<file path="src/pkg/dss_defs.vh">
/*
 * constants of the drive state status word block: bit positions, power arrangements,
 * command encodings and timing counts.
 * assumes inclusion by bare name from core files; definitions only.
 */
`ifndef DSS_DEFS_VH
`define DSS_DEFS_VH

// ==========================================================================
// status word bit positions
`define DSS_B_RDY 0
`define DSS_B_SWON 1
`define DSS_B_OPEN 2
`define DSS_B_FLT 3
`define DSS_B_VOLT 4
`define DSS_B_QSN 5
`define DSS_B_SOD 6
`define DSS_B_WARN 7
`define DSS_B_REMOTE 9
`define DSS_B_TGT 10
`define DSS_B_LIMIT 11
`define DSS_B_STOPKEY 14
`define DSS_B_DIR 15

// ==========================================================================
// control word masks and command codes (low four bits)
`define DSS_CMD_MASK 4'hF
`define DSS_CMD_SHUT 4'h6
`define DSS_CMD_SWON 4'h7
`define DSS_CMD_ENOP 4'hF
`define DSS_CMD_ENOP_M 4'hB
`define DSS_CW_FRST 7
`define DSS_CW_QS 2
`define DSS_CW_EV 1

// ==========================================================================
// power arrangements
`define DSS_PWR_SINGLE 2'h0
`define DSS_PWR_SEPARATE 2'h1
`define DSS_PWR_CONTACTOR 2'h2

// ==========================================================================
// timing: contactor supply timeout in ms and clock rate in kHz
`define DSS_MAINS_TO_MS 1000
`define DSS_CLK_KHZ 100000
`define DSS_MAINS_TO_CYC (`DSS_MAINS_TO_MS * `DSS_CLK_KHZ)

`endif

</file>
<file path="src/core/dss_status_word.v">
/*
 * drive state machine and 16-bit status word generator for a drive profile
 * state diagram, including start-up sequencing for three power arrangements.
 * assumes the control word arrives from fieldbus logic on mclk; supply,
 * stop key and fault cause are pins, synchronised here.
 */
`timescale 1ns/1ps
`include "dss_defs.vh"

// Functional notes
// - ready 21h, switched-on 23h, enabled 27h masked
// - disabled 40h, quickstop 07h, fault 08h/28h
// - bit 4 shows power stage supply
// - bit 11 set while reference outside limits
// - bit 15 direction, bit 14 stop key
// - single supply: enable goes through switched-on
// - separate stage supply absent in switched-on timeout: fault
// - contactor closes on accepted switch-on
// - separate stage reaches ready without supply
// - fault cleared on bit 7 rise, cause gone
module dss_status_word #(
    parameter [31:0] MAINS_TO_CYC = `DSS_MAINS_TO_CYC
) (
    input wire mclk,
    input wire rst_n,
    input wire [15:0] ctrl_word,
    input wire [1:0] pwr_mode,
    input wire supply_pin,
    input wire fault_cause_pin,
    input wire stop_key_pin,
    input wire ref_out_of_limits,
    input wire dir_reverse,
    input wire ref_reached,
    input wire warning_active,
    input wire fieldbus_remote,
    output reg [15:0] drive_state_report,
    output reg contactor_close,
    output reg no_mains_display,
    output reg contactor_fault
);

// ==========================================================================
// state codes
localparam [2:0] ST_NRDY = 3'h0;
localparam [2:0] ST_SOD = 3'h1;
localparam [2:0] ST_RDY = 3'h2;
localparam [2:0] ST_SWON = 3'h3;
localparam [2:0] ST_OPEN = 3'h4;
localparam [2:0] ST_QSA = 3'h5;
localparam [2:0] ST_FLT = 3'h6;

// ==========================================================================
// pin synchronisers, three stages, change counts when stages 2 and 3 agree
reg [2:0] sup_s_r, flt_s_r, key_s_r;
reg sup_r, flt_r, key_r;
always @(posedge mclk or negedge rst_n) begin
    if (!rst_n) begin
        sup_s_r <= 3'h0;
        flt_s_r <= 3'h0;
        key_s_r <= 3'h0;
        sup_r <= 1'b0;
        flt_r <= 1'b0;
        key_r <= 1'b0;
    end else begin
        sup_s_r <= {sup_s_r[1:0], supply_pin};
        flt_s_r <= {flt_s_r[1:0], fault_cause_pin};
        key_s_r <= {key_s_r[1:0], stop_key_pin};
        if (sup_s_r[1] == sup_s_r[2]) sup_r <= sup_s_r[2];
        if (flt_s_r[1] == flt_s_r[2]) flt_r <= flt_s_r[2];
        if (key_s_r[1] == key_s_r[2]) key_r <= key_s_r[2];
    end
end

// ==========================================================================
// command decode
wire [3:0] cmd = ctrl_word[3:0];
wire is_shut = (cmd & 4'h7) == `DSS_CMD_SHUT;
// switch-on needs bit 3 low, otherwise the code reads as enable
wire is_swon = (cmd & 4'h7) == `DSS_CMD_SWON & ~cmd[3];
wire is_enop = cmd == `DSS_CMD_ENOP;
wire dis_volt = ~ctrl_word[`DSS_CW_EV];
wire qstop = ctrl_word[`DSS_CW_EV] & ~ctrl_word[`DSS_CW_QS];
reg frst_prev_r;
wire frst_rise = ctrl_word[`DSS_CW_FRST] & ~frst_prev_r;

// ==========================================================================
// state machine
reg [2:0] state_r, state_nxt;
reg qs_fault_r, qs_fault_nxt;
reg [31:0] to_cnt_r;
wire to_hit = to_cnt_r >= MAINS_TO_CYC;
wire sep = pwr_mode != `DSS_PWR_SINGLE;
wire sup_ok = sup_r | (pwr_mode == `DSS_PWR_CONTACTOR);
// timeout cause stands while the stage supply is still missing; with a
// drive-controlled contactor the supply only returns after switch-on,
// so there the cause counts as gone once the fault is taken
wire to_cause = contactor_fault && !sup_r && (pwr_mode == `DSS_PWR_SEPARATE);

always @* begin
    state_nxt = state_r;
    qs_fault_nxt = qs_fault_r;
    case (state_r)
        ST_NRDY: begin
            state_nxt = ST_SOD;
        end
        ST_SOD: begin
            // separate stage needs no supply to reach ready
            if (is_shut && (sep || sup_r)) state_nxt = ST_RDY;
        end
        ST_RDY: begin
            if (dis_volt || qstop) state_nxt = ST_SOD;
            else if (is_enop && !sep) state_nxt = ST_SWON;
            else if (is_swon || is_enop) state_nxt = ST_SWON;
        end
        ST_SWON: begin
            if (dis_volt || qstop) state_nxt = ST_SOD;
            else if (is_shut) state_nxt = ST_RDY;
            else if (to_hit) begin
                state_nxt = ST_FLT;
                qs_fault_nxt = 1'b0;
            end else if (is_enop && sup_ok) state_nxt = ST_OPEN;
        end
        ST_OPEN: begin
            if (dis_volt) state_nxt = ST_SOD;
            else if (qstop) state_nxt = ST_QSA;
            else if (is_shut) state_nxt = ST_RDY;
            else if (is_swon) state_nxt = ST_SWON;
            else if (flt_r) begin
                state_nxt = ST_FLT;
                qs_fault_nxt = 1'b0;
            end
        end
        ST_QSA: begin
            if (flt_r) begin
                state_nxt = ST_FLT;
                qs_fault_nxt = 1'b1;
            end else if (dis_volt) state_nxt = ST_SOD;
        end
        ST_FLT: begin
            // fresh reset edge and no cause left, else stay in fault
            if (frst_rise && !flt_r && !to_cause) state_nxt = ST_SOD;
        end
        default: state_nxt = ST_NRDY;
    endcase
    if (flt_r && state_r != ST_FLT && state_r != ST_QSA && state_r != ST_NRDY) begin
        state_nxt = ST_FLT;
        qs_fault_nxt = 1'b0;
    end
end

// ==========================================================================
// state, timeout counter and contactor
always @(posedge mclk or negedge rst_n) begin
    if (!rst_n) begin
        state_r <= ST_NRDY;
        qs_fault_r <= 1'b0;
        frst_prev_r <= 1'b0;
        to_cnt_r <= 32'h0;
        contactor_close <= 1'b0;
        contactor_fault <= 1'b0;
        no_mains_display <= 1'b0;
    end else begin
        state_r <= state_nxt;
        qs_fault_r <= qs_fault_nxt;
        frst_prev_r <= ctrl_word[`DSS_CW_FRST];
        // supply wait timer only in switched-on without supply
        if (state_r == ST_SWON && sep && !sup_r && !to_hit)
            to_cnt_r <= to_cnt_r + 32'h1;
        else if (state_r != ST_SWON || sup_r)
            to_cnt_r <= 32'h0;
        // counter holds at the limit until the state moves on
        // sticky until reset from fault; set wins over clear
        if (state_r == ST_SWON && state_nxt == ST_FLT && to_hit)
            contactor_fault <= 1'b1;
        else if (state_nxt == ST_SOD && state_r == ST_FLT)
            contactor_fault <= 1'b0;
        if (pwr_mode == `DSS_PWR_CONTACTOR)
            contactor_close <= (state_nxt == ST_SWON || state_nxt == ST_OPEN ||
                                state_nxt == ST_QSA);
        else
            contactor_close <= 1'b0;
        no_mains_display <= (state_nxt == ST_RDY) && !sup_r;
    end
end

// ==========================================================================
// status word assembly
reg [15:0] sw_nxt;
always @* begin
    sw_nxt = 16'h0000;
    case (state_nxt)
        ST_SOD: sw_nxt[6:0] = 7'h40;
        ST_RDY: sw_nxt[6:0] = 7'h21;
        ST_SWON: sw_nxt[6:0] = 7'h23;
        ST_OPEN: sw_nxt[6:0] = 7'h27;
        ST_QSA: sw_nxt[6:0] = 7'h07;
        ST_FLT: sw_nxt[6:0] = qs_fault_nxt ? 7'h28 : 7'h08;
        default: sw_nxt[6:0] = 7'h00;
    endcase
    // side bits follow their sources in every state
    sw_nxt[`DSS_B_VOLT] = sup_r;
    sw_nxt[`DSS_B_WARN] = warning_active;
    sw_nxt[`DSS_B_REMOTE] = fieldbus_remote;
    sw_nxt[`DSS_B_TGT] = ref_reached;
    sw_nxt[`DSS_B_LIMIT] = ref_out_of_limits;
    sw_nxt[`DSS_B_STOPKEY] = key_r;
    sw_nxt[`DSS_B_DIR] = dir_reverse;
end

always @(posedge mclk or negedge rst_n) begin
    if (!rst_n) drive_state_report <= 16'h0000;
    else drive_state_report <= sw_nxt;
end

endmodule

</file>
<file path="config.mk">
export PLATFORM = sky130hd
export DESIGN_NAME = dss_status_word
export DESIGN_NICKNAME = d
export VERILOG_FILES = /design/src/core/dss_status_word.v
export VERILOG_INCLUDE_DIRS = /design/src /design/src/pkg
export SDC_FILE = /design/constraint.sdc
export NUM_CORES = 1
export LEC_CHECK = 0
export ABC_AREA = 1
export BUFFER_PORTS_ARGS = -buffer_cell sky130_fd_sc_hd__buf_4
export CORE_MARGIN = 2
export CORE_UTILIZATION = 60
export CTS_BUF_LIST = sky130_fd_sc_hd__clkbuf_2
export CTS_CLUSTER_DIAMETER = 150
export DETAILED_ROUTE_END_ITERATION = 16
export HOLD_SLACK_MARGIN = 0.06
export PLACE_DENSITY_LB_ADDON = 0.25
export SLEW_MARGIN = 0
export SYNTH_ARGS = -nofsm -noshare
export SYNTH_HDL_FRONTEND = slang
export SYNTH_SLANG_ARGS = --single-unit
</file>
<file path="constraint.sdc">
create_clock -name mclk -period 3.67 [get_ports mclk]
set_input_delay 0.1835 -clock mclk [delete_from_list [all_inputs] [get_ports mclk]]
set_output_delay 0.1835 -clock mclk [all_outputs]
set_load 0.05 [all_outputs]
</file>
==> results, run 1 <==
- The worst hold path class is primary input to flip-flop.
- The worst setup path is captured at a flip-flop.
- The mean instance size in the synthesized netlist is 8.66 µm².
- The area of the core is 5200 µm².
- The routed length per instance is 13.1 µm.
- The max-slew violation total from the final report was 0.
- For this run, the post-layout net count is 459.
- The library cell with the largest summed area after synthesis is dfrtp_1.
- The cell count after synthesis came out at 379.
- The x dimension of the die is about 78 µm.
- The global-route wire length before repair is 11.4 mm.
- Among all flip-flop cells after synthesis, the most frequent one is dfrtp_1.
- The Yosys step of the flow raised 0 warnings.
- Port buffering added 32 buffers.
- The count of antenna-violating nets left after detailed routing is 0.
- The number of endpoints with negative hold slack in the final report is 0.
- The sequential-to-total area share from yosys stat is between 40% and 50%.
- At the pin with the least slew margin, the transition time is 789 ps.
- The clock root buffer is clkbuf_2.
- The total number of vias is between 2k and 3k.
- The deepest level of the CTS H-tree is 3.
- Setup violations remaining at the end of the flow were counted as 0.
- In this run the power density over the cells is about 520 nW/µm².
- The TritonCTS clock tree is done.
- Max-cap violations in this run came to 0.
- Yosys mapped a number of flops with a built-in enable equal to 0.
- The setup TNS is 0 ps.
- The number of I/O pins is 47.
- The worst setup path category is flip-flop to flip-flop.
- Summing all flip-flop and latch instances after layout gives 1630 µm².
- The flow ran to the end, and the final reports show no timing, DRC or antenna violations.
- Setup repair after global routing left no endpoint under its margin.
- The vias per cell is 5.28.
- The number of buffers added for setup after CTS is 0.
- The number of DRC violations after detailed routing is 0.
- The tree built by TritonCTS fans out to 65 sinks.
- The insertion delay of the later-clocked pin in the worst-skew pair is 480 ps.
- In this run, synthesis produced a sequential element count of 65.
- The area of the multi-input gates is 1410 µm².
- The synthesized netlist occupies a cell area of approximately 3300 µm².
- In this run the worst path has a maximum fanout of 13.
- Timing analysis after detailed placement gives a worst setup slack of between 1000 and 1500 ps.
- Clock skew on the completed layout was measured at 22.7 ps.
- The half-perimeter wire length after detailed placement is 4.65 mm.
- The number of iterations in the first detailed-routing pass is 5.
- The antenna cell count is 0.
- Of the available clock period, the critical path in the final layout requires a little over 60%.
- The slack of the critical path is 1390 ps.
- Measured against its own limit, the worst slew margin works out to 47.4%.
- Relative to the synthesized area, the layout overhead comes to 15.4%.
- The shortest clock period the worst path allows after layout is 2280 ps.
- The die is 78.0 µm tall.
- The wire length after detailed routing is 6.59 mm.
- The maximum resistive drop on vdd is 0.000400 V.
- Global routing used 24.0% of the available tracks.
- Final hold analysis gives a worst-case slack of between 150 and 200 ps.
- The number of antenna violations at the first check in global routing came to 0.
- By area the synthesized netlist is led by dfrtp_1 50%, nand2_1 7.5%, nor2_1 5.4%.
- The final weighted congestion of routability-driven global placement is just over 0.9.
- The number of DRC markers in iteration 0 is 210.
- The clock passes through at most 2 buffers.
- The number of standard-cell rows in the floorplan is 26.
- The total die area is 6080 µm².
- Data on the critical path arrives at its endpoint at roughly 2700 ps.
- The overall power after layout is 1.96 mW.
- The fraction of registers with async set or reset after synthesis is 100%.
- Entering global routing, the biggest net connects 66 pins.
- The fraction of synthesized cell area taken by the top area cell type is 49.5%.
- The endpoint required time on the critical path is 4090 ps.
- The total overflow left after global routing is 0.
- For this configuration, the core starts out at a cell density of between 60% and 70%.
- The post-route netlist has 22.2% of its cells at a drive strength greater than 1.
- The CTS clock-pin slew for the worst setup and hold paths is 160 ps.
- Summed over all cells, the static leakage comes to 1.72 nW.
- The maximum operating frequency is roughly 0.44 GHz.
- The number of clock buffers added by TritonCTS is 9.
- The worst setup path is launched from a flip-flop.
- The count of filler cells inserted in the layout is 400.
- The via count of the first global-routing pass is 2609.
- The count of unique library cells instantiated by Yosys is 44.
==> cell type report <==
cell class	count	share of cell area, %
clock buffer	10	1.32
sequential	65	42.9
timing repair buffer	44	9.51
inverter	55	5.45
multi-input combinational	254	37.2
tap	70	2.31
clock inverter	5	1.26
==> flip-flops by register name (all words and copies together) (netlist names), 3 cells and up <==
register	count
to_cnt_r	32
drive_state_report	13
flt_s_r	3
key_s_r	3
state_r	3
sup_s_r	3
==> metal layers <==
| metal | global-route usage (%) | routed length (µm) | vias up | share of wire (%) |
|---|---|---|---|---|
| li1 | - | - | 1324 | - |
| met1 | 31.6 | 3010 | 1234 | 46 |
| met2 | 38.5 | 3120 | 87 | 47 |
| met3 | 6.28 | 385 | 10 | 5.8 |
| met4 | 8.60 | 83 | 0 | 1.3 |
| met5 | 0 | 0 | - | 0 |
==> report_power, final <==
| part | switching (mW) | internal, mW | total [mW] |
|---|---|---|---|
| combinational | 0.508 | 0.228 | 0.736 |
| clock | 0.235 | 0.150 | 0.385 |
| sequential | 0.0508 | 0.790 | 0.841 |
==> critical path, cell delays in order, from the launching register on <==
cell and delay, ps:
dfrtp_1 540, inv_2 110, nor3_4 320, inv_2 100, nor2_2 450, inv_1 360
a21oi_1 200, o21a_1 140
==> per-stage QoR <==
stage / std cells / instance area [µm²] / utilization [%]
global placement: 476 / 3570 / 68.6
detailed placement: 476 / 3570 / 68.6
floorplan: 381 / 3290 / -
finish: 503 / 3790 / 72.8
global route: 503 / 3790 / 72.8
CTS: 503 / 3790 / 72.8
==> final timing paths <==
path	endpoint	depth (start not counted)	slack [ps]	from
min in group asynchronous	to_cnt_r[7]$_DFFE_PN0P_	2	310	rst_n
max	to_cnt_r[13]$_DFFE_PN0P_	7	1390	state_r[0]$_DFF_PN0_
min	state_r[2]$_DFF_PN0_	5	160	ctrl_word[1]
max reg2reg	to_cnt_r[13]$_DFFE_PN0P_	7	1390	state_r[0]$_DFF_PN0_
max in group asynchronous	flt_s_r[1]$_DFF_PN0_	2	2830	rst_n
min reg2reg	key_s_r[1]$_DFF_PN0_	0	380	key_s_r[0]$_DFF_PN0_
==> placed cells by master (no fill, tap or decap), types with 7 or more instances in the layout <==
cell           instances
nor3_1                10
a21oi_1               15
buf_4                 32
dlygate4sd3_1         12
o21ai_0               13
nand3_1               23
nand4_1                7
inv_2                 11
nand2_2               13
nand2_1               66
nor2_1                47
clkbuf_2              10
inv_1                 44
dfrtp_1               65
==> kinds of logic after synthesis <==
family | count (synthesis) | synth area share, %
AO/OA/AOI/OAI | 49 | 9.26
XOR/XNOR | 6 | 1.60
adder cells (fa/ha/maj) | 5 | 1.68
buffers and inverters | 62 | 7.77
flip-flops | 65 | 49.5
other | 1 | 0.114
AND/OR/NAND/NOR | 191 | 30.0
==> Yosys cell counts (all sizes together), types with 3 or more instances <==
| library cell | n |
|---|---|
| a21oi | 17 |
| buf | 7 |
| dfrtp | 65 |
| inv | 55 |
| maj3 | 3 |
| nand2 | 80 |
| nand3 | 26 |
| nand4 | 8 |
| nor2 | 56 |
| nor3 | 16 |
| nor3b | 3 |
| o21ai | 16 |
| o22ai | 5 |
| xor2 | 5 |
==> repair_timing <==
action / CTS / global route
hold buffers: 12 / 0
endpoints found under the hold margin: 75 / 0
gates resized for setup: 0 / 0
Note: power is estimated with default switching activity, not from simulation.
==> run 2, diff against run 1 <==
Settings changed: CORE_UTILIZATION 60 to 59.
Clock period 3.67 ns to 2.1 ns, I/O delays scaled along.
==> run 2 against run 1 <==
  * Non-clock buffer count up 12
  * First-iteration DRC count down 21%
  * Worst setup slack got worse by 1200 ps
  * Clock skew decreased by 7.4 ps
  * Critical path type unchanged
  * Largest cell class unchanged
==> results, run 2 (synthesis results as in run 1) <==
- Outcome: completed (unchanged).
- The endpoint of the worst hold-timing path is contactor_fault$_DFFE_PN0P_ (was state_r[2]$_DFF_PN0_).
- The leading cell type in the layout, fill and taps excluded is nand2_1 (unchanged).
- The worst hold path class is primary input to flip-flop (unchanged).
- Setup repair after global routing missed its margin: true (was false).
- The largest fanout of any net on the critical path is 9 (was 13).
- The leakage power figure is 1.80 nW (was 1.72 nW).
- The insertion delay of the later-clocked pin in the worst-skew pair is 490 ps (was 480 ps).
- The via count of the first global-routing pass was 2585 (was 2609).
- The number of DRC violations after detailed routing is 0 (unchanged).
- The final design utilization came to 73.1% (was 72.8%).
- The maximum operating frequency was 0.518 GHz (was 0.438 GHz).
- The number of maximum-capacitance constraint violations was 0 (unchanged).
- The clock skew is 15.3 ps (was 22.7 ps).
- The area of the multi-input gates came to 1420 µm² (was 1410 µm²).
- The kind of end point of the critical path was a flip-flop (unchanged).
- The cell occurring most often along the worst timing path is nand2_1 (was inv_2).
- The shortest clock period the worst path allows after layout is 1930 ps (was 2280 ps).
- The transition time at the pin with the least slew margin came to 781 ps (was 789 ps).
- The TritonCTS clock tree is done (unchanged).
- The period utilization is 91.9% (was 62.1%).
- The maximum clock path buffer count came to 2 (unchanged).
- The wire length after detailed routing was 6.67 mm (was 6.59 mm).
- The worst setup slack after placement was 127 ps (was 1440 ps).
- The number of flip-flops in the largest register is 32 (unchanged).
- The layout cell share with drive strength beyond 1 was 25.3% (was 22.2%).
- Largest registers: to_cnt_r (32), drive_state_report (13) (unchanged).
- The worst setup path category is flip-flop to flip-flop (unchanged).
- The CTS clock-pin slew for the worst setup and hold paths is 180 ps (was 160 ps).
- The total number of vias came to 2680 (was 2655).
- The max-slew violation total from the final report is 0 (unchanged).
- The half-perimeter wire length after detailed placement is 4.70 mm (was 4.65 mm).
- The count of non-filler cells in the finished layout is 518 (was 503).
- The arrival time at the worst endpoint is 2360 ps (was 2700 ps).
- The overall power after layout is 3.77 mW (was 1.96 mW).
- The endpoint required time on the critical path is 2530 ps (was 4090 ps).
- The power per cell area was 948 nW/µm² (was 518 nW/µm²).
- The final weighted congestion of routability-driven global placement came to 0.906 (was 0.917).
- The vias per cell is 5.17 (was 5.28).
- The remaining global-route overflow is 0 (unchanged).
- The cell depth of the worst min-delay path is 5 (unchanged).
- CP cell instances: nand2_1, nor2_4, nand2_1, nor2_1, nand2_2, nand2_4, a21oi_4, buf_12, inv_2, nand2_2, inv_4, nand2_1, a2bb2oi_1 (was inv_2, nor3_4, inv_2, nor2_2, inv_1, a21oi_1, o21a_1).
- The cell area reported after detailed placement came to 3620 µm² (was 3570 µm²).
- The post-route worst hold slack is 117 ps (was 160 ps).
- The reg2reg setup slack came to 170 ps (was 1390 ps).
- The endpoint of the worst-slack reg-to-reg timing path is to_cnt_r[11]$_DFFE_PN0P_ (was to_cnt_r[13]$_DFFE_PN0P_).
- The number of sinks on the clock net is 65 (unchanged).
- The number of standard-cell rows in the floorplan came to 27 (was 26).
- The vertical die dimension is 78.6 µm (was 78.0 µm).
- The global-route usage over all layers is 24.4% (was 24.0%).
- The worst flop-to-flop path startpoint is to_cnt_r[13]$_DFFE_PN0P_ (was state_r[0]$_DFF_PN0_).
- The cell type of the slowest stage on the worst timing path is dfrtp_1 (unchanged).
- The number of endpoints with negative hold slack in the final report was 0 (unchanged).
- The maximum resistive drop on vdd is 0.000692 V (was 0.000400 V).
- The area of the core is 5440 µm² (was 5200 µm²).
- The register bank with the most flops was to_cnt_r (unchanged).
- The global-route wire length before repair came to 11.7 mm (was 11.4 mm).
- The count of filler cells inserted in the layout is 402 (was 400).
- The setup-violating endpoint count in the final report is 0 (unchanged).
- The x dimension of the die is 78.6 µm (was 78.0 µm).
- The number of placed cells counting well taps came to 485 (was 476).
- The number of I/O pins is 47 (unchanged).
- The total die area is 6180 µm² (was 6080 µm²).
- The number of antenna violations at the first check in global routing is 0 (unchanged).
- The sequential cell area is 1630 µm² (about the same).
- The clock root buffer is clkbuf_2 (unchanged).
- The routed length per instance is 12.9 µm (was 13.1 µm).
- The pin count of the biggest net entering global routing is 66 (unchanged).
- The path depth of the worst reg2reg path came to 13 (was 7).
- The slack of the critical path is 169 ps (was 1390 ps).
- The number of iterations in the first detailed-routing pass was 4 (was 5).
- The setup TNS is 0 ps (unchanged).
- The deepest level of the CTS H-tree is 3 (unchanged).
- The antenna cell count is 0 (unchanged).
- The clock buffer count from CTS came to 9 (unchanged).
- The critical path launch point type is a flip-flop (unchanged).
- The origin of the worst min-delay path is pwr_mode[0] (was ctrl_word[1]).
- Most used cells in the layout excluding fill and tap cells: 66 x nand2_1, 64 x dfrtp_1, 45 x nor2_1 (was 66 x nand2_1, 65 x dfrtp_1, 47 x nor2_1).
- The number of buffers added on ports is 32 (unchanged).
- The count of antenna-violating nets left after detailed routing is 0 (unchanged).
- The startpoint of the worst setup timing path is to_cnt_r[13]$_DFFE_PN0P_ (was state_r[0]$_DFF_PN0_).
- The final instance area was 3980 µm² (was 3790 µm²).
- The number of DRC markers in iteration 0 came to 165 (was 210).
- The initial standard-cell utilization of the core came to 60.4% (was 63.1%).
- The stage delay of the slowest cell on the critical path is 430 ps (was 540 ps).
- The area growth from synthesis to final layout is 21.1% (was 15.4%).
- The headroom to the max-slew limit came to 47.9% (was 47.4%).
- The final net count was 471 (was 459).
-- run 2: changes by cell type in the layout (fill, tap and decap cells not counted), sizes merged --
cell / change
dlygate4sd3: +2
buf: +10
inv: +1
clkinvlp: +2
clkinv: -3
clkbuf: -1
bufinv: +2
-- run 2: final cells by class --
class,count,area share (%)
sequential,65,40.9
multi-input combinational,254,35.7
timing repair buffer,56,11.8
inverter,55,5.25
clock inverter,7,2.96
tap,72,2.27
clock buffer,9,1.13
-- run 2: power by group --
| part | leakage (nW) | internal, mW | switching (mW) |
|---|---|---|---|
| logic | 0.868 | 0.437 | 0.899 |
| registers | 0.847 | 1.38 | 0.0823 |
| clock network | 0.0862 | 0.513 | 0.457 |
| total | 1.80 | 2.33 | 1.44 |
-- run 2: per-layer routing --
layer  track usage [%]  part of all wire (%)  vias up
li1                  -                     -     1346
met1              33.9                    46     1250
met2              37.5                    47       71
met3              5.98                   5.4       13
met4              8.60                   1.7        0
met5                 0                     0        -
-- run 2: critical path, delay by kind of cell, from the launching register on --
kind	cells	cell delay, ps
flops	1	430
compound gates	2	170
simple gates	8	880
buf+inv	3	360
-- run 2: repair_timing --
action,in CTS,in global routing
buffers inserted,0,3
endpoints found under the hold margin,77,0
hold buffers,14,0
resized for setup,0,7
endpoints found under the setup margin,0,19
-- run 2: worst max-delay path by stage --
stage / end / slack, ps / depth (start not counted)
2_1_floorplan: drive_state_report[1]$_DFF_PN0_ / 420 / 9
5_1_grt: to_cnt_r[26]$_DFFE_PN0P_ / -40 / 11
4_1_cts: to_cnt_r[26]$_DFFE_PN0P_ / 80 / 11
3_5_place_dp: to_cnt_r[26]$_DFFE_PN0P_ / 130 / 11
3_3_place_gp: to_cnt_r[22]$_DFFE_PN0P_ / 160 / 12
6_report: to_cnt_r[11]$_DFFE_PN0P_ / 170 / 13
==> run 3, diff against run 2 <==
Settings changed: ABC_AREA 1 to unset, CAP_MARGIN set to 15.
==> run 3 against run 2 <==
  * Sequential power barely moved
  * Synthesized cell count fell by 22%
  * Sequential share of layout area rose by 0.17 points
  * Clock-buffer cell count did not move
  * Utilization rose by 5.0 points
  * Register-to-register slack got worse by 170 ps
  * Power fell by 0.99%
  * Combinational power rose by 4%
  * Critical endpoint is now contactor_close$_DFF_PN0_
==> results, run 3 <==
- Outcome: completed (unchanged).
- The origin of the worst min-delay path is ctrl_word[0] (was pwr_mode[0]).
- The wire length after detailed routing is 7.12 mm (was 6.67 mm).
- The x dimension of the die is 76.2 µm (was 78.6 µm).
- The number of sinks on the clock net is 65 (unchanged).
- The number of I/O pins is 47 (unchanged).
- The total die area is 5810 µm² (was 6180 µm²).
- The critical path's top delay family was compound AO/OA/AOI/OAI gates (was simple AND/OR/NAND/NOR gates).
- The count of filler cells inserted in the layout is 339 (was 402).
- The endpoint required time on the critical path is 2540 ps (was 2530 ps).
- The worst hold path class is primary input to flip-flop (unchanged).
- The number of placed cells counting well taps is 402 (was 485).
- Leading cell types by total area after synthesis: dfrtp_1 53%, nor2_1 3.9%, xnor2_1 3.1% (was dfrtp_1 50%, nand2_1 7.5%, nor2_1 5.4%).
- The CTS clock-pin slew for the worst setup and hold paths is 190 ps (was 180 ps).
- The fraction of registers with async set or reset after synthesis is 100% (unchanged).
- The leakage power figure is 1.65 nW (was 1.80 nW).
- The global-route wire length before repair is 10.9 mm (was 11.7 mm).
- The count of unique library cells instantiated by Yosys is 57 (was 44).
- The number of flip-flops and latches in the synthesized netlist is 65 (unchanged).
- The maximum resistive drop on vdd is 0.000607 V (was 0.000692 V).
- The setup-violating endpoint count in the final report is 0 (unchanged).
- The worst setup path category is flip-flop to flip-flop (unchanged).
- The slack of the critical path is 0.888 ps (was 169 ps).
- The shortest clock period the worst path allows after layout is 2100 ps (was 1930 ps).
- The number of synthesized flops with an enable pin is 0 (unchanged).
- The initial standard-cell utilization of the core is 60.6% (was 60.4%).
- The headroom to the max-slew limit is 46.8% (was 47.9%).
- The number of maximum-capacitance constraint violations came to 0 (unchanged).
- The insertion delay of the later-clocked pin in the worst-skew pair is 510 ps (was 490 ps).
- The sequential-to-total area share from yosys stat is 52.9% (was 49.5%).
- The most common cell in the synthesized netlist was dfrtp_1 (was nand2_1).
- The max-slew violation total from the final report is 0 (unchanged).
- The total number of vias is 2567 (was 2680).
- The total of warnings raised by yosys is 0 (unchanged).
- The count of non-filler cells in the finished layout came to 443 (was 518).
- The synthesized instance count is 296 (was 379).
- The register bank with the most flops is to_cnt_r (unchanged).
- The number of iterations in the first detailed-routing pass was 5 (was 4).
- The worst flop-to-flop path startpoint is to_cnt_r[17]$_DFFE_PN0P_ (was to_cnt_r[13]$_DFFE_PN0P_).
- The mean instance size in the synthesized netlist is 10.4 µm² (was 8.66 µm²).
- The sequential cell area was 1630 µm² (about the same).
- The final design utilization came to 78.1% (was 73.1%).
- The endpoint of the worst hold-timing path is qs_fault_r$_DFF_PN0_ (was contactor_fault$_DFFE_PN0P_).
- Post-synth top cells: 65 x dfrtp_1, 32 x nor2_1, 23 x nand2_1 (was 66 x nand2_1, 65 x dfrtp_1, 47 x nor2_1).
- The TritonCTS clock tree was done (unchanged).
- The via count of the first global-routing pass came to 2395 (was 2585).
- The cell area after synthesis is 3080 µm² (was 3280 µm²).
- The number of antenna violations at the first check in global routing is 0 (unchanged).
- The leading cell type in the layout, fill and taps excluded is dfrtp_1 (was nand2_1).
- The count of antenna-violating nets left after detailed routing is 0 (unchanged).
- The reg2reg setup slack came to 0.9 ps (was 170 ps).
- Setup repair after global routing missed its margin: true (unchanged).
- The vertical die dimension was 76.2 µm (was 78.6 µm).
- The worst setup slack after placement is 1.09 ps (was 127 ps).
- The post-route worst hold slack is 121 ps (was 117 ps).
- The layout cell share with drive strength beyond 1 is 29.5% (was 25.3%).
- The number of buffers and inverters on the critical path is 0 (was 3).
- The global-route usage over all layers came to 23.7% (was 24.4%).
- The transition time at the pin with the least slew margin is 798 ps (was 781 ps).
- The number of standard-cell rows in the floorplan is 26 (was 27).
- The area of the core is 5070 µm² (was 5440 µm²).
- The cell depth of the worst min-delay path is 4 (was 5).
- The area growth from synthesis to final layout came to 28.8% (was 21.1%).
- The largest fanout of any net on the critical path is 4 (was 9).
- The pin count of the biggest net entering global routing came to 66 (unchanged).
- The remaining global-route overflow is 0 (unchanged).
- The clock root buffer is clkbuf_2 (unchanged).
- The deepest level of the CTS H-tree was 3 (unchanged).
- The path depth of the worst reg2reg path is 7 (was 13).
- The number of endpoints with negative hold slack in the final report is 0 (unchanged).
- The arrival time at the worst endpoint is 2530 ps (was 2360 ps).
- The most instantiated flip-flop cell in the synthesis netlist is dfrtp_1 (unchanged).
- The clock buffer count from CTS came to 9 (unchanged).
- The critical path launch point type is a flip-flop (unchanged).
- The power per cell area came to 942 nW/µm² (was 948 nW/µm²).
- Most used cells in the layout excluding fill and tap cells: 63 x dfrtp_1, 55 x buf_4, 29 x nor2_1 (was 66 x nand2_1, 64 x dfrtp_1, 45 x nor2_1).
- The period utilization is 100% (was 91.9%).
- The overall power after layout is 3.73 mW (was 3.77 mW).
- The antenna cell count is 0 (unchanged).
- CP cell instances: nand4bb_4, a211oi_4, o2bb2ai_4, o31ai_4, nor2_2, a31o_2, and2_1 (was nand2_1, nor2_4, nand2_1, nor2_1, nand2_2, nand2_4, a21oi_4, buf_12, inv_2, nand2_2, inv_4, nand2_1, a2bb2oi_1).
- The final weighted congestion of routability-driven global placement is 0.962 (was 0.906).
- The area of the multi-input gates came to 1520 µm² (was 1420 µm²).
- The vias per cell is 5.79 (was 5.17).
- The half-perimeter wire length after detailed placement is 4.08 mm (was 4.70 mm).
- The startpoint of the worst setup timing path is to_cnt_r[17]$_DFFE_PN0P_ (was to_cnt_r[13]$_DFFE_PN0P_).
- The endpoint of the worst-slack reg-to-reg timing path is contactor_close$_DFF_PN0_ (was to_cnt_r[11]$_DFFE_PN0P_).
- The routed length per instance came to 16.1 µm (was 12.9 µm).
- The number of buffers added on ports is 32 (unchanged).
- The cell type of the slowest stage on the worst timing path is dfrtp_1 (unchanged).
- The number of DRC markers in iteration 0 was 174 (was 165).
- The clock skew is 21.0 ps (was 15.3 ps).
- The library cell with the largest summed area after synthesis is dfrtp_1 (unchanged).
- The maximum clock path buffer count came to 2 (unchanged).
- The kind of end point of the critical path was a flip-flop (unchanged).
- The stage delay of the slowest cell on the critical path came to 460 ps (was 430 ps).
- The number of flip-flops in the largest register is 32 (unchanged).
- The fraction of synthesized cell area taken by the top area cell type is 52.9% (was 49.5%).
- The number of DRC violations after detailed routing is 0 (unchanged).
- The maximum operating frequency is 0.476 GHz (was 0.518 GHz).
- The final net count is 398 (was 471).
- Largest registers: to_cnt_r (32), drive_state_report (13) (unchanged).
[run 3: cell types whose count changed after synthesis, moves of 5 or more]
cell     delta
nand2_1    -43
inv_1      -33
nor2_1     -15
nand2_2    -13
nand3_1    -12
inv_2      -11
and2_1     +10
xnor2_1    +10
or3_1       +8
and3_1      +5
nor2_2      -5
nor2b_1     +5
o22ai_1     -5
[run 3: power by group]
group / leakage [nW] / total (mW) / internal (mW) / switching (mW)
registers: 0.847 / 1.48 / 1.37 / 0.101
clock network: 0.0819 / 0.867 / 0.393 / 0.473
logic: 0.717 / 1.39 / 0.579 / 0.811
[run 3: worst max-delay path by stage]
stage,to,cells after the start
after global routing,to_cnt_r[13]$_DFFE_PN0P_,8
after detailed placement,to_cnt_r[22]$_DFFE_PN0P_,7
after floorplan,contactor_close$_DFF_PN0_,7
final,contactor_close$_DFF_PN0_,7
after CTS,to_cnt_r[7]$_DFFE_PN0P_,7
after global placement,contactor_close$_DFF_PN0_,7
[run 3: cell families after synthesis]
| kind of cell | count (synthesis) | synth area share, % |
|---|---|---|
| simple gates | 128 | 22.8 |
| flops | 65 | 52.9 |
| compound gates | 56 | 13.5 |
| buf+inv | 23 | 3.78 |
| xor+xnor | 18 | 5.13 |
| fa+ha+maj | 5 | 1.79 |
| other cells | 1 | 0.122 |
[run 3: layout make-up]
type / instances / share of cell area (%)
clock buffers: 9 / 1.14
well taps: 70 / 2.21
inverters: 11 / 1.04
flip-flops and latches: 65 / 41.1
multi-input cells: 213 / 38.4
clock inverters: 7 / 2.40
repair buffers: 68 / 13.7
[run 3: timing repair]
item                                    in CTS  in global routing
endpoints found under the setup margin       3                 24
gates resized for setup                      2                 26
pin swaps                                    1                 18
hold buffers                                13                  0
endpoints found under the hold margin       76                  0
gates cloned                                 0                  3
setup buffers                                0                  9
[run 3: tightest hold or removal path, delay by kind of cell]
kind / cells / cell delay, ps
simple gates: 3 / 380
buf+inv: 1 / 120
[run 3: metal layers]
metal	GRT usage, %	vias up	wire (µm)
met5	0	-	0
met3	4.86	25	342
li1	-	1185	-
met2	38.9	105	3770
met1	29.6	1252	2820
met4	12.4	0	176
[run 3: stage by stage]
stage          TNS, ps  area (µm²)
2_1_floorplan        0        3080
3_3_place_gp         0        3440
3_5_place_dp         0        3440
4_1_cts              0        3730
5_1_grt           -639        3960
6_report             0        3960
